## src/pblsc_pkg.sv

```systemverilog
package pblsc_pkg;
    localparam int PBLSC_CLK_HZ = 25000000;
    localparam int PBLSC_TICK_US = 1000;
    localparam int PBLSC_TICK_CYC = PBLSC_CLK_HZ / 1000000 * PBLSC_TICK_US;
    localparam int PBLSC_TON_MS = 500;
    localparam int PBLSC_TOFF_MS = 3000;
    localparam int PBLSC_CNT_W = 16;
    localparam int PBLSC_RAMP_STEPS = 16;
    localparam int PBLSC_RAMP_W = 8;
    localparam logic [7:0] PBLSC_RAMP_MAX = 8'hFF;
    localparam logic [7:0] PBLSC_RAMP_ZERO = 8'h00;
    localparam logic [7:0] PBLSC_RAMP_STEP = 8'h10;
endpackage

```

## src/pblsc_if.sv

```systemverilog
`timescale 1ns/1ps
interface pblsc_if;
    logic tick;
    logic btn_low;
    logic clear;
    logic done;
    modport ctrl (output btn_low, output clear, input tick, input done);
    modport cnt (input btn_low, input clear, input tick, output done);
endinterface

```

## src/pblsc_ctrl.sv

```systemverilog
`timescale 1ns/1ps
// Operation
// - Shutdown request high while on turns output off, enters standby.
// - In standby, button low for turn-on hold time switches output on.
// - Turn-off variant: button low for turn-off hold time switches off.
// - After button turn-off, releasing button stays in standby, logic kept.
// - No-turn-off variant ignores button as turn-off source.
// - After button turn-on, button must go high before a button turn-off.
// - After button turn-off, button must go high before a turn-on.
// - After shutdown request, button must go high before a turn-on.
// - Turn-on counter counts while low, restarts if button goes high.
// - Turn-off counter counts while low and on, restarts on high.
// - Reset puts output off without a shutdown request.
// - Pre-driver alone until release level, then main driver on.
// - Below short level after turn-on latches both drivers off.
// - Good pull-down is the inverse of the main driver gate.
// - Output discharge is the inverse of the pre-driver gate.
// - Main driver gate ramps gradually once release level reached.
// - Button high during pre-driver rise abandons the turn-on.
module pblsc_ctrl
    import pblsc_pkg::*;
#(
    parameter bit BUTTON_OFF_EN = 1'b1,
    parameter int TON_TICKS = PBLSC_TON_MS,
    parameter int TOFF_TICKS = PBLSC_TOFF_MS,
    parameter int TICK_CYC = PBLSC_TICK_CYC
) (
    input wire logic clk_in,
    input wire logic reset_n_in,
    input wire logic button_input_in,
    input wire logic shutdown_request_pin_in,
    input wire logic above_inrush_release_in,
    input wire logic below_short_detect_in,
    output logic pre_driver_on_out,
    output logic main_driver_on_out,
    output logic [PBLSC_RAMP_W-1:0] main_gate_level_out,
    output logic good_pulldown_on_out,
    output logic output_discharge_on_out,
    output logic switched_output_on_out
);
    typedef enum logic [3:0] {
        PBLSC_OFF = 4'h1,
        PBLSC_RISE = 4'h2,
        PBLSC_ON = 4'h4,
        PBLSC_FAULT = 4'h8
    } pblsc_state_t;

    typedef struct packed {
        logic [1:0] btn_sync;
        logic [1:0] shutdown_request_pin_sync;
        logic [1:0] rush_sync;
        logic [1:0] short_sync;
        pblsc_state_t state;
        logic need_release;
        logic [PBLSC_RAMP_W-1:0] ramp;
        logic pre_on;
        logic main_on;
        logic good_pd;
        logic discharge;
        logic out_on;
    } pblsc_st_t;

    pblsc_st_t st_r;
    pblsc_st_t st_nxt;
    logic tick;
    logic btn_low;
    logic shutdown_request_pin_hi;
    logic rush_ok;
    logic short_hit;

    pblsc_if on_if ();
    pblsc_if off_if ();

    pblsc_tick_gen #(.TICK_CYC(TICK_CYC)) u_tick (
        .clk_in(clk_in),
        .reset_n_in(reset_n_in),
        .tick_out(tick)
    );

    pblsc_hold_cnt #(.HOLD_TICKS(TON_TICKS)) u_on_cnt (
        .clk_in(clk_in),
        .reset_n_in(reset_n_in),
        .cif(on_if.cnt)
    );

    pblsc_hold_cnt #(.HOLD_TICKS(TOFF_TICKS)) u_off_cnt (
        .clk_in(clk_in),
        .reset_n_in(reset_n_in),
        .cif(off_if.cnt)
    );

    // Synchronised pin and comparator views
    assign btn_low = !st_r.btn_sync[1];
    assign shutdown_request_pin_hi = st_r.shutdown_request_pin_sync[1];
    assign rush_ok = st_r.rush_sync[1];
    assign short_hit = st_r.short_sync[1];

    // Turn-on counter armed only in standby or fault with a fresh press
    assign on_if.tick = tick;
    assign on_if.btn_low = btn_low && !st_r.need_release;
    assign on_if.clear = !(st_r.state == PBLSC_OFF || st_r.state == PBLSC_FAULT)
        || shutdown_request_pin_hi;

    // Turn-off counter only in the turn-off variant while on
    assign off_if.tick = tick;
    assign off_if.btn_low = btn_low && !st_r.need_release;
    assign off_if.clear = !BUTTON_OFF_EN || st_r.state != PBLSC_ON;

    always_comb begin
        st_nxt = st_r;
        st_nxt.btn_sync = {st_r.btn_sync[0], button_input_in};
        st_nxt.shutdown_request_pin_sync = {st_r.shutdown_request_pin_sync[0], shutdown_request_pin_in};
        st_nxt.rush_sync = {st_r.rush_sync[0], above_inrush_release_in};
        st_nxt.short_sync = {st_r.short_sync[0], below_short_detect_in};
        // Release of the button rearms both counters
        if (!btn_low) begin
            st_nxt.need_release = 1'b0;
        end
        case (st_r.state)
            PBLSC_OFF, PBLSC_FAULT: begin
                st_nxt.ramp = PBLSC_RAMP_ZERO;
                if (on_if.done && !shutdown_request_pin_hi) begin
                    st_nxt.state = PBLSC_RISE;
                    st_nxt.need_release = 1'b1;
                end
            end
            PBLSC_RISE: begin
                if (shutdown_request_pin_hi) begin
                    st_nxt.state = PBLSC_OFF;
                    st_nxt.need_release = 1'b1;
                end else if (rush_ok) begin
                    st_nxt.state = PBLSC_ON;
                end else if (!btn_low) begin
                    st_nxt.state = PBLSC_OFF;
                end
            end
            PBLSC_ON: begin
                if (st_r.ramp != PBLSC_RAMP_MAX) begin
                    if (st_r.ramp > PBLSC_RAMP_MAX - PBLSC_RAMP_STEP) begin
                        st_nxt.ramp = PBLSC_RAMP_MAX;
                    end else if (tick) begin
                        st_nxt.ramp = st_r.ramp + PBLSC_RAMP_STEP;
                    end
                end
                if (shutdown_request_pin_hi) begin
                    st_nxt.state = PBLSC_OFF;
                    st_nxt.need_release = 1'b1;
                end else if (short_hit) begin
                    st_nxt.state = PBLSC_FAULT;
                    st_nxt.need_release = 1'b1;
                end else if (BUTTON_OFF_EN && off_if.done) begin
                    st_nxt.state = PBLSC_OFF;
                    st_nxt.need_release = 1'b1;
                end
            end
            default: begin
                st_nxt.state = PBLSC_OFF;
            end
        endcase
        if (st_nxt.state != PBLSC_ON) begin
            st_nxt.ramp = PBLSC_RAMP_ZERO;
        end
        // Driver gates and followers from next state
        st_nxt.pre_on = st_nxt.state == PBLSC_RISE || st_nxt.state == PBLSC_ON;
        st_nxt.main_on = st_nxt.state == PBLSC_ON;
        st_nxt.good_pd = !st_nxt.main_on;
        st_nxt.discharge = !st_nxt.pre_on;
        st_nxt.out_on = st_nxt.main_on;
    end

    always_ff @(posedge clk_in) begin
        if (!reset_n_in) begin
            st_r <= '0;
            st_r.btn_sync <= 2'h3;
            st_r.state <= PBLSC_OFF;
            st_r.good_pd <= 1'b1;
            st_r.discharge <= 1'b1;
        end else begin
            st_r <= st_nxt;
        end
    end

    assign pre_driver_on_out = st_r.pre_on;
    assign main_driver_on_out = st_r.main_on;
    assign main_gate_level_out = st_r.ramp;
    assign good_pulldown_on_out = st_r.good_pd;
    assign output_discharge_on_out = st_r.discharge;
    assign switched_output_on_out = st_r.out_on;
endmodule

```

## src/pblsc_hold_cnt.sv

```systemverilog
`timescale 1ns/1ps
module pblsc_hold_cnt
    import pblsc_pkg::*;
#(
    parameter int HOLD_TICKS = PBLSC_TON_MS
) (
    input wire logic clk_in,
    input wire logic reset_n_in,
    pblsc_if.cnt cif
);
    typedef struct packed {
        logic [PBLSC_CNT_W-1:0] cnt;
        logic done;
    } pblsc_cnt_st_t;
    pblsc_cnt_st_t st_r;
    pblsc_cnt_st_t st_nxt;

    always_comb begin
        st_nxt = st_r;
        st_nxt.done = 1'b0;
        if (cif.clear || !cif.btn_low) begin
            st_nxt.cnt = '0;
        end else if (cif.tick) begin
            if (st_r.cnt >= PBLSC_CNT_W'(HOLD_TICKS - 1)) begin
                st_nxt.done = 1'b1;
                st_nxt.cnt = '0;
            end else begin
                st_nxt.cnt = st_r.cnt + PBLSC_CNT_W'(1);
            end
        end
    end

    always_ff @(posedge clk_in) begin
        if (!reset_n_in) begin
            st_r <= '0;
        end else begin
            st_r <= st_nxt;
        end
    end

    assign cif.done = st_r.done;
endmodule

```

## src/pblsc_tick_gen.sv

```systemverilog
`timescale 1ns/1ps
module pblsc_tick_gen
    import pblsc_pkg::*;
#(
    parameter int TICK_CYC = PBLSC_TICK_CYC
) (
    input wire logic clk_in,
    input wire logic reset_n_in,
    output logic tick_out
);
    typedef struct packed {
        logic [31:0] cnt;
        logic tick;
    } pblsc_tick_st_t;
    pblsc_tick_st_t st_r;
    pblsc_tick_st_t st_nxt;

    always_comb begin
        st_nxt = st_r;
        st_nxt.tick = 1'b0;
        if (st_r.cnt >= 32'(TICK_CYC - 1)) begin
            st_nxt.cnt = 32'h0;
            st_nxt.tick = 1'b1;
        end else begin
            st_nxt.cnt = st_r.cnt + 32'h1;
        end
    end

    always_ff @(posedge clk_in) begin
        if (!reset_n_in) begin
            st_r <= '0;
        end else begin
            st_r <= st_nxt;
        end
    end

    assign tick_out = st_r.tick;
endmodule

```

## config.mk

```make
export PLATFORM = sky130hd
export DESIGN_NAME = pblsc_ctrl
export DESIGN_NICKNAME = d
export VERILOG_FILES = /design/src/pblsc_pkg.sv /design/src/pblsc_if.sv /design/src/pblsc_ctrl.sv /design/src/pblsc_hold_cnt.sv /design/src/pblsc_tick_gen.sv
export SDC_FILE = /design/constraint.sdc
export NUM_CORES = 1
export LEC_CHECK = 0
export BUFFER_PORTS_ARGS = -buffer_cell sky130_fd_sc_hd__buf_2
export CAP_MARGIN = 5
export CELL_PAD_IN_SITES_DETAIL_PLACEMENT = 1
export CELL_PAD_IN_SITES_GLOBAL_PLACEMENT = 1
export CORE_UTILIZATION = 50
export DETAILED_ROUTE_END_ITERATION = 12
export PLACE_DENSITY_LB_ADDON = 0.25
export SETUP_SLACK_MARGIN = 0.3
export SYNTH_ARGS = -nofsm -noshare
export SYNTH_HDL_FRONTEND = slang
export SYNTH_SLANG_ARGS = --single-unit
```

## constraint.sdc

```tcl
create_clock -name clk_in -period 4.02 [get_ports clk_in]
set_input_delay 0 -clock clk_in [delete_from_list [all_inputs] [get_ports clk_in]]
set_output_delay 0 -clock clk_in [all_outputs]
set_load 0.01 [all_outputs]
```

### After elaboration in Yosys (flattened, before gate mapping)

Index checks and enable logic that the tools add are counted.

| storage, ports and cells | value |
|---|---|
| register bits after elaboration | 92 |
| output and inout port bits | 13 |

| operators by class | value |
|---|---|
| add/sub/neg operators | 4 |
| order comparisons | 4 |
| eq/ne operators | 11 |
| mux-type cells | 20 |
| bitwise logic cells | 2 |
| reductions and logical operators | 23 |

Operator list:

| cell | count |
|---|---|
| adder 16 x 1 -> 16 bit, second input constant | 2 |
| adder 32 x 1 -> 32 bit, second input constant | 1 |
| >= comparator 32 x 15 -> 1 bit, second input constant | 1 |
| 2-to-1 mux 16 bit | 2 |
| 2-to-1 mux 8 bit | 3 |
| 2-to-1 mux 5 bit | 4 |
| >= comparator 16 x 12 -> 1 bit, second input constant | 1 |
| >= comparator 16 x 9 -> 1 bit, second input constant | 1 |
| case mux 8 bit (2 select lines) | 1 |
| 2-to-1 mux 4 bit | 3 |
| case mux 4 bit (3 select lines) | 1 |
| OR reduction 2 bit | 5 |
| adder 8 x 5 -> 8 bit, second input constant | 1 |
| equality test 4 x 2 -> 1 bit, second input constant | 2 |
| equality test 4 x 3 -> 1 bit, second input constant | 2 |
| > comparator 8 bit, second input constant | 1 |
| != test 4 x 3 -> 1 bit, second input constant | 2 |
| != test 8 bit, second input constant | 1 |
| logical NOT 1 bit | 7 |
| OR reduction 3 bit | 2 |
| logical OR 1 bit | 5 |
| 2-to-1 mux 1 bit | 5 |
| equality test 4 x 1 -> 1 bit, second input constant | 1 |
| equality test 4 bit, second input constant | 1 |
| 7 further kinds | 9 |

### Logic depth before layout (Yosys ltp)

| logic depth | value |
|---|---|
| depth after elaboration | 8 |
| depth in mapped cells | 8 |
| depth with buffers taken out | 7 |

### Hierarchy

From an unflattened synthesis, not the netlist that was laid out.

| second synthesis, totals | value |
|---|---|
| cell total of the unflattened synthesis | 411 |
| area total of the unflattened synthesis | 3863.7 um2 |

Modules (own cells, without submodules):

| module | instances | cells each | area an instance (um2) | sequential area each (um2) |
|---|---|---|---|---|
| pblsc_ctrl | 1 | 129 | 1103.6 | 440.4 |
| pblsc_tick_gen | 1 | 106 | 1078.5 | 660.6 |
| pblsc_hold_cnt (u_off_cnt) | 1 | 92 | 898.4 | 340.3 |
| pblsc_hold_cnt (u_on_cnt) | 1 | 84 | 783.3 | 340.3 |

### Worst setup path before layout

Ideal clock, no wire load.

| timing | value |
|---|---|
| kind | reg-to-reg |
| start point | register st_r[14] (netlist name) |
| end point | register st_r (netlist bit main_gate_level_out[5]) |
| data arrival time | 1.898 ns |
| required time | 3.932 ns |
| path slack | 2.034 ns |
| stages on the path, launching flop included | 8 |
| path buffers | 2 |
| clock period less this slack | 1.986 ns |
| cell sequence | dfxtp_1 -> buf_6 -> nor4b_2 -> nor2_1 -> a211o_1 -> or3_1 -> buf_6 -> a311oi_2 |

| between the ends | value |
|---|---|
| cells in the longest elaborated chain, start to end | 6 |

RTL lines:

| what | RTL line | text |
|---|---|---|
| start: declaration | pblsc_ctrl.sv:63 | `pblsc_st_t st_r;` |
| start signal: assignment | pblsc_ctrl.sv:179 | `st_r <= st_nxt;` |
| 2-to-1 mux 5 bit or 2-to-1 mux 4 bit (tied branches) | pblsc_ctrl.sv:151, pblsc_ctrl.sv:133 |  |
| 2-to-1 mux 5 bit or 2-to-1 mux 4 bit (tied branches) | pblsc_ctrl.sv:148, pblsc_ctrl.sv:131 |  |
| 2-to-1 mux 5 bit or 2-to-1 mux 4 bit (tied branches) | pblsc_ctrl.sv:145, pblsc_ctrl.sv:128 |  |
| case mux 4 bit (3 select lines) | pblsc_ctrl.sv:119 | `case (st_r.state)` |
| != test 4 x 3 -> 1 bit | pblsc_ctrl.sv:160 | `if (st_nxt.state != PBLSC_ON) begin` |
| OR reduction 2 bit (no line) | -- |  |

Several ways; a longest one is shown, not always the timed one.
A chain may end at the register's enable or synchronous reset.

### Worst setup path after layout

| timing | value |
|---|---|
| start point | register st_r[15] (netlist name) |
| end point | register st_r (netlist bit main_gate_level_out[5]) |

Same word-level chain as after synthesis.

==> run summary <==
Fraction of final layout cells with drive strength greater than 1: 0.100
Register area share after synthesis: 0.503
Min cycle time layout: 2.25 ns
Violation count after the first detailed-route iteration: 61
Detailed Place HPWL: 4700 µm
Max transition margin: 0.286
Synth area leaders: dfxtp_1, nor2_1, xor2_1, xnor2_1, nand2_1
RePlAce Congestion: 0.755
Boundary Pins: 19
Result of the run: finished clean
Largest stage delay on the critical path: 0.51 ns
CP Class: reg -> reg
Die Span Y: 86.2 µm
Reported max-cap violation count: 0
PostCTS Resize Cnt: 0
Final setup vio count: 0
Worst reg-to-reg path cell count: 5
Wirelength per Cell: 13.0 µm
Drt via density: 5.10
Placeable Area: 6830 µm²
Flip-flop and latch count after synthesis: 89
Worst-case clock skew: 0.00858 ns
Count of vias placed by the detailed router: 2,678
EDFF count, synth: 0
Cell at the root of the clock tree: clkbuf_8
Static Leak: 1.44 nW
Critical Path Start Type: flop
Cell count after synthesis: 391
Cell depth of the worst min-delay path: 1
GRT Resource Usage Total: 0.207
Setup repair after global routing missed its margin: no
Post-route fraction of the period consumed by the critical path: 0.559
Post-layout nets: 435
Area share of the largest cell type after synthesis: 0.503
Effective utilization at floorplan: 0.518
Routed Wire Length: 6820 µm
Largest area contributor in the netlist: dfxtp_1
Type of element capturing the critical path: flop
Post-DRT Antenna Nets: 0
Data arrival time at the worst-slack endpoint: 2.51 ns
Cell family contributing the most delay on the critical path: simple AND/OR/NAND/NOR gates
Placement Rows: 30
Number of gates on the worst path with buffers counted: 5
Most common library cell in the layout ignoring fill and taps: dfxtp_1
Achievable Freq: 445 MHz
Data required time of the critical path: 4.28 ns
Die X-Extent: 86.2 µm
Most used flip-flop cell after synthesis: dfxtp_1
Source-to-sink clock delay at the later pin of the worst-skew pair: 0.35 ns
Initial antenna violation count: 0
Area of the mapped netlist: 3540 µm²
Number of H-tree levels: 3
Maximum number of pins on one net before global-route repair: 18
Maximum ir drop on the vdd rail: 0.241 mV
Global-route wire length before repair: 12,100 µm
Antenna Cells: 0
Synthesis Warnings: 0
Worst slack at placement: 1.78 ns
Area of the die: 7430 µm²
TritonCTS clock tree: done
Proportion of register bits with asynchronous set or reset after synthesis: 0
Worst path slowest cell: or3_1
Final worst setup slack: 1.77 ns
Max-slew violation count: 0
Total count of hold-check failures in the final report: 0
Cells along the critical path: nor4b_2, nor2_1, a211o_1, or3_1, a311oi_2
Clock slew at reported path FFs: 0.08 ns
Clock Path Buffers: 2
Most frequent cells in the layout: dfxtp_1, nor2_1, nand2_1, xor2_1, buf_2
Area growth syn-to-layout: 11.1%
Netlist cell types: 44
Total global routing overflow: 0
First-pass DRT Iterations: 4
Largest driver fanout on the critical path: 8
Min-Delay Path Class: reg -> reg
Buffers and inverters on the worst path: 0
Vias in the first global route: 2,722
Least-Margin Pin Slew: 1.07 ns
DRC violations left: 0
Number of clock sinks: 89
Setup TNS after final layout: 0 ns
Count of buffers from port buffering: 18
Average footprint of a synthesized cell: 9.06 µm²
Areal power density over the cells: 374 nW/µm²
Number of buffers added by the clock tree synthesis step: 9
## repair_timing
item | 4_1_cts | 5_1_grt
hold buffers | 9 | 0
endpoints found under the hold margin | 8 | 0
setup buffers | 0 | 0
## final timing paths
path                            endpoint  startpoint  slack, ns
hold / removal                  st_r[25]  st_nxt[25]       0.41
setup reg to reg  main_gate_level_out[5]    st_r[15]       1.77
setup / recovery  main_gate_level_out[5]    st_r[15]       1.77
hold reg to reg                 st_r[25]  st_nxt[25]       0.41
## final cells by class
| cell class | count | area, µm² |
|---|---|---|
| Multi-Input combinational cell | 285 | 1630 |
| Clock buffer | 11 | 141 |
| Fill cell | 826 | 2900 |
| Tap cell | 96 | 120 |
| Clock inverter | 5 | 31.3 |
| Inverter | 11 | 41.3 |
| Timing Repair Buffer | 28 | 188 |
| Sequential cell | 89 | 1780 |
## Yosys cell counts (10+ instances only)
master,n
nor3_1,10
nand2_1,32
nor2_1,67
xor2_1,19
xnor2_1,16
inv_1,11
nand3_1,17
a21oi_1,12
dfxtp_1,89
## registers in the layout, indices dropped and copies added (netlist names), 4 cells and up
| register | cells |
|---|---|
| u_tick.st_r | 32 |
| u_off_cnt.st_r | 16 |
| u_on_cnt.st_r | 16 |
| st_r | 6 |
| main_gate_level_out | 5 |
| st_nxt | 4 |
## metrics by stage
| step | instance area [µm²] | total power [mW] | std cells | hold WS (ns) | util |
|---|---|---|---|---|---|
| finish | 3940 | 1.47 | 525 | 0.415 | 0.576 |
| global route | 3940 | 1.54 | 525 | 0.433 | 0.576 |
| CTS | 3940 | 1.49 | 525 | 0.418 | 0.576 |
| detailed placement | 3670 | 0.941 | 500 | 0.213 | 0.538 |
| global placement | 3670 | 0.939 | 500 | 0.206 | 0.538 |
| floorplan | 3600 | 0.933 | 407 | 0.101 | - |
## where the power goes
| group | internal [mW] | total (mW) | switching, mW |
|---|---|---|---|
| clock | 0.240 | 0.546 | 0.306 |
| combinational | 0.0134 | 0.0247 | 0.0113 |
| sequential | 0.894 | 0.902 | 0.00820 |
| total | 1.15 | 1.47 | 0.326 |
## layer usage
layer,share of wire,vias up,track usage
met2,0.48,27,0.346
met1,0.48,1278,0.260
met5,0,-,0
met4,0.017,0,0.0758
li1,-,1361,-
met3,0.021,12,0.0514
## cell families after synthesis
kind of cell | share of synthesized area
AND/OR/NAND/NOR | 0.257
flip-flops | 0.503
AO/OA/AOI/OAI | 0.0763
XOR/XNOR | 0.0865
buffers and inverters | 0.0530
adder cells (fa/ha/maj) | 0.0177
multiplexers | 0.00565
other | 0.00106
Note: power is estimated with default switching activity, not from simulation.
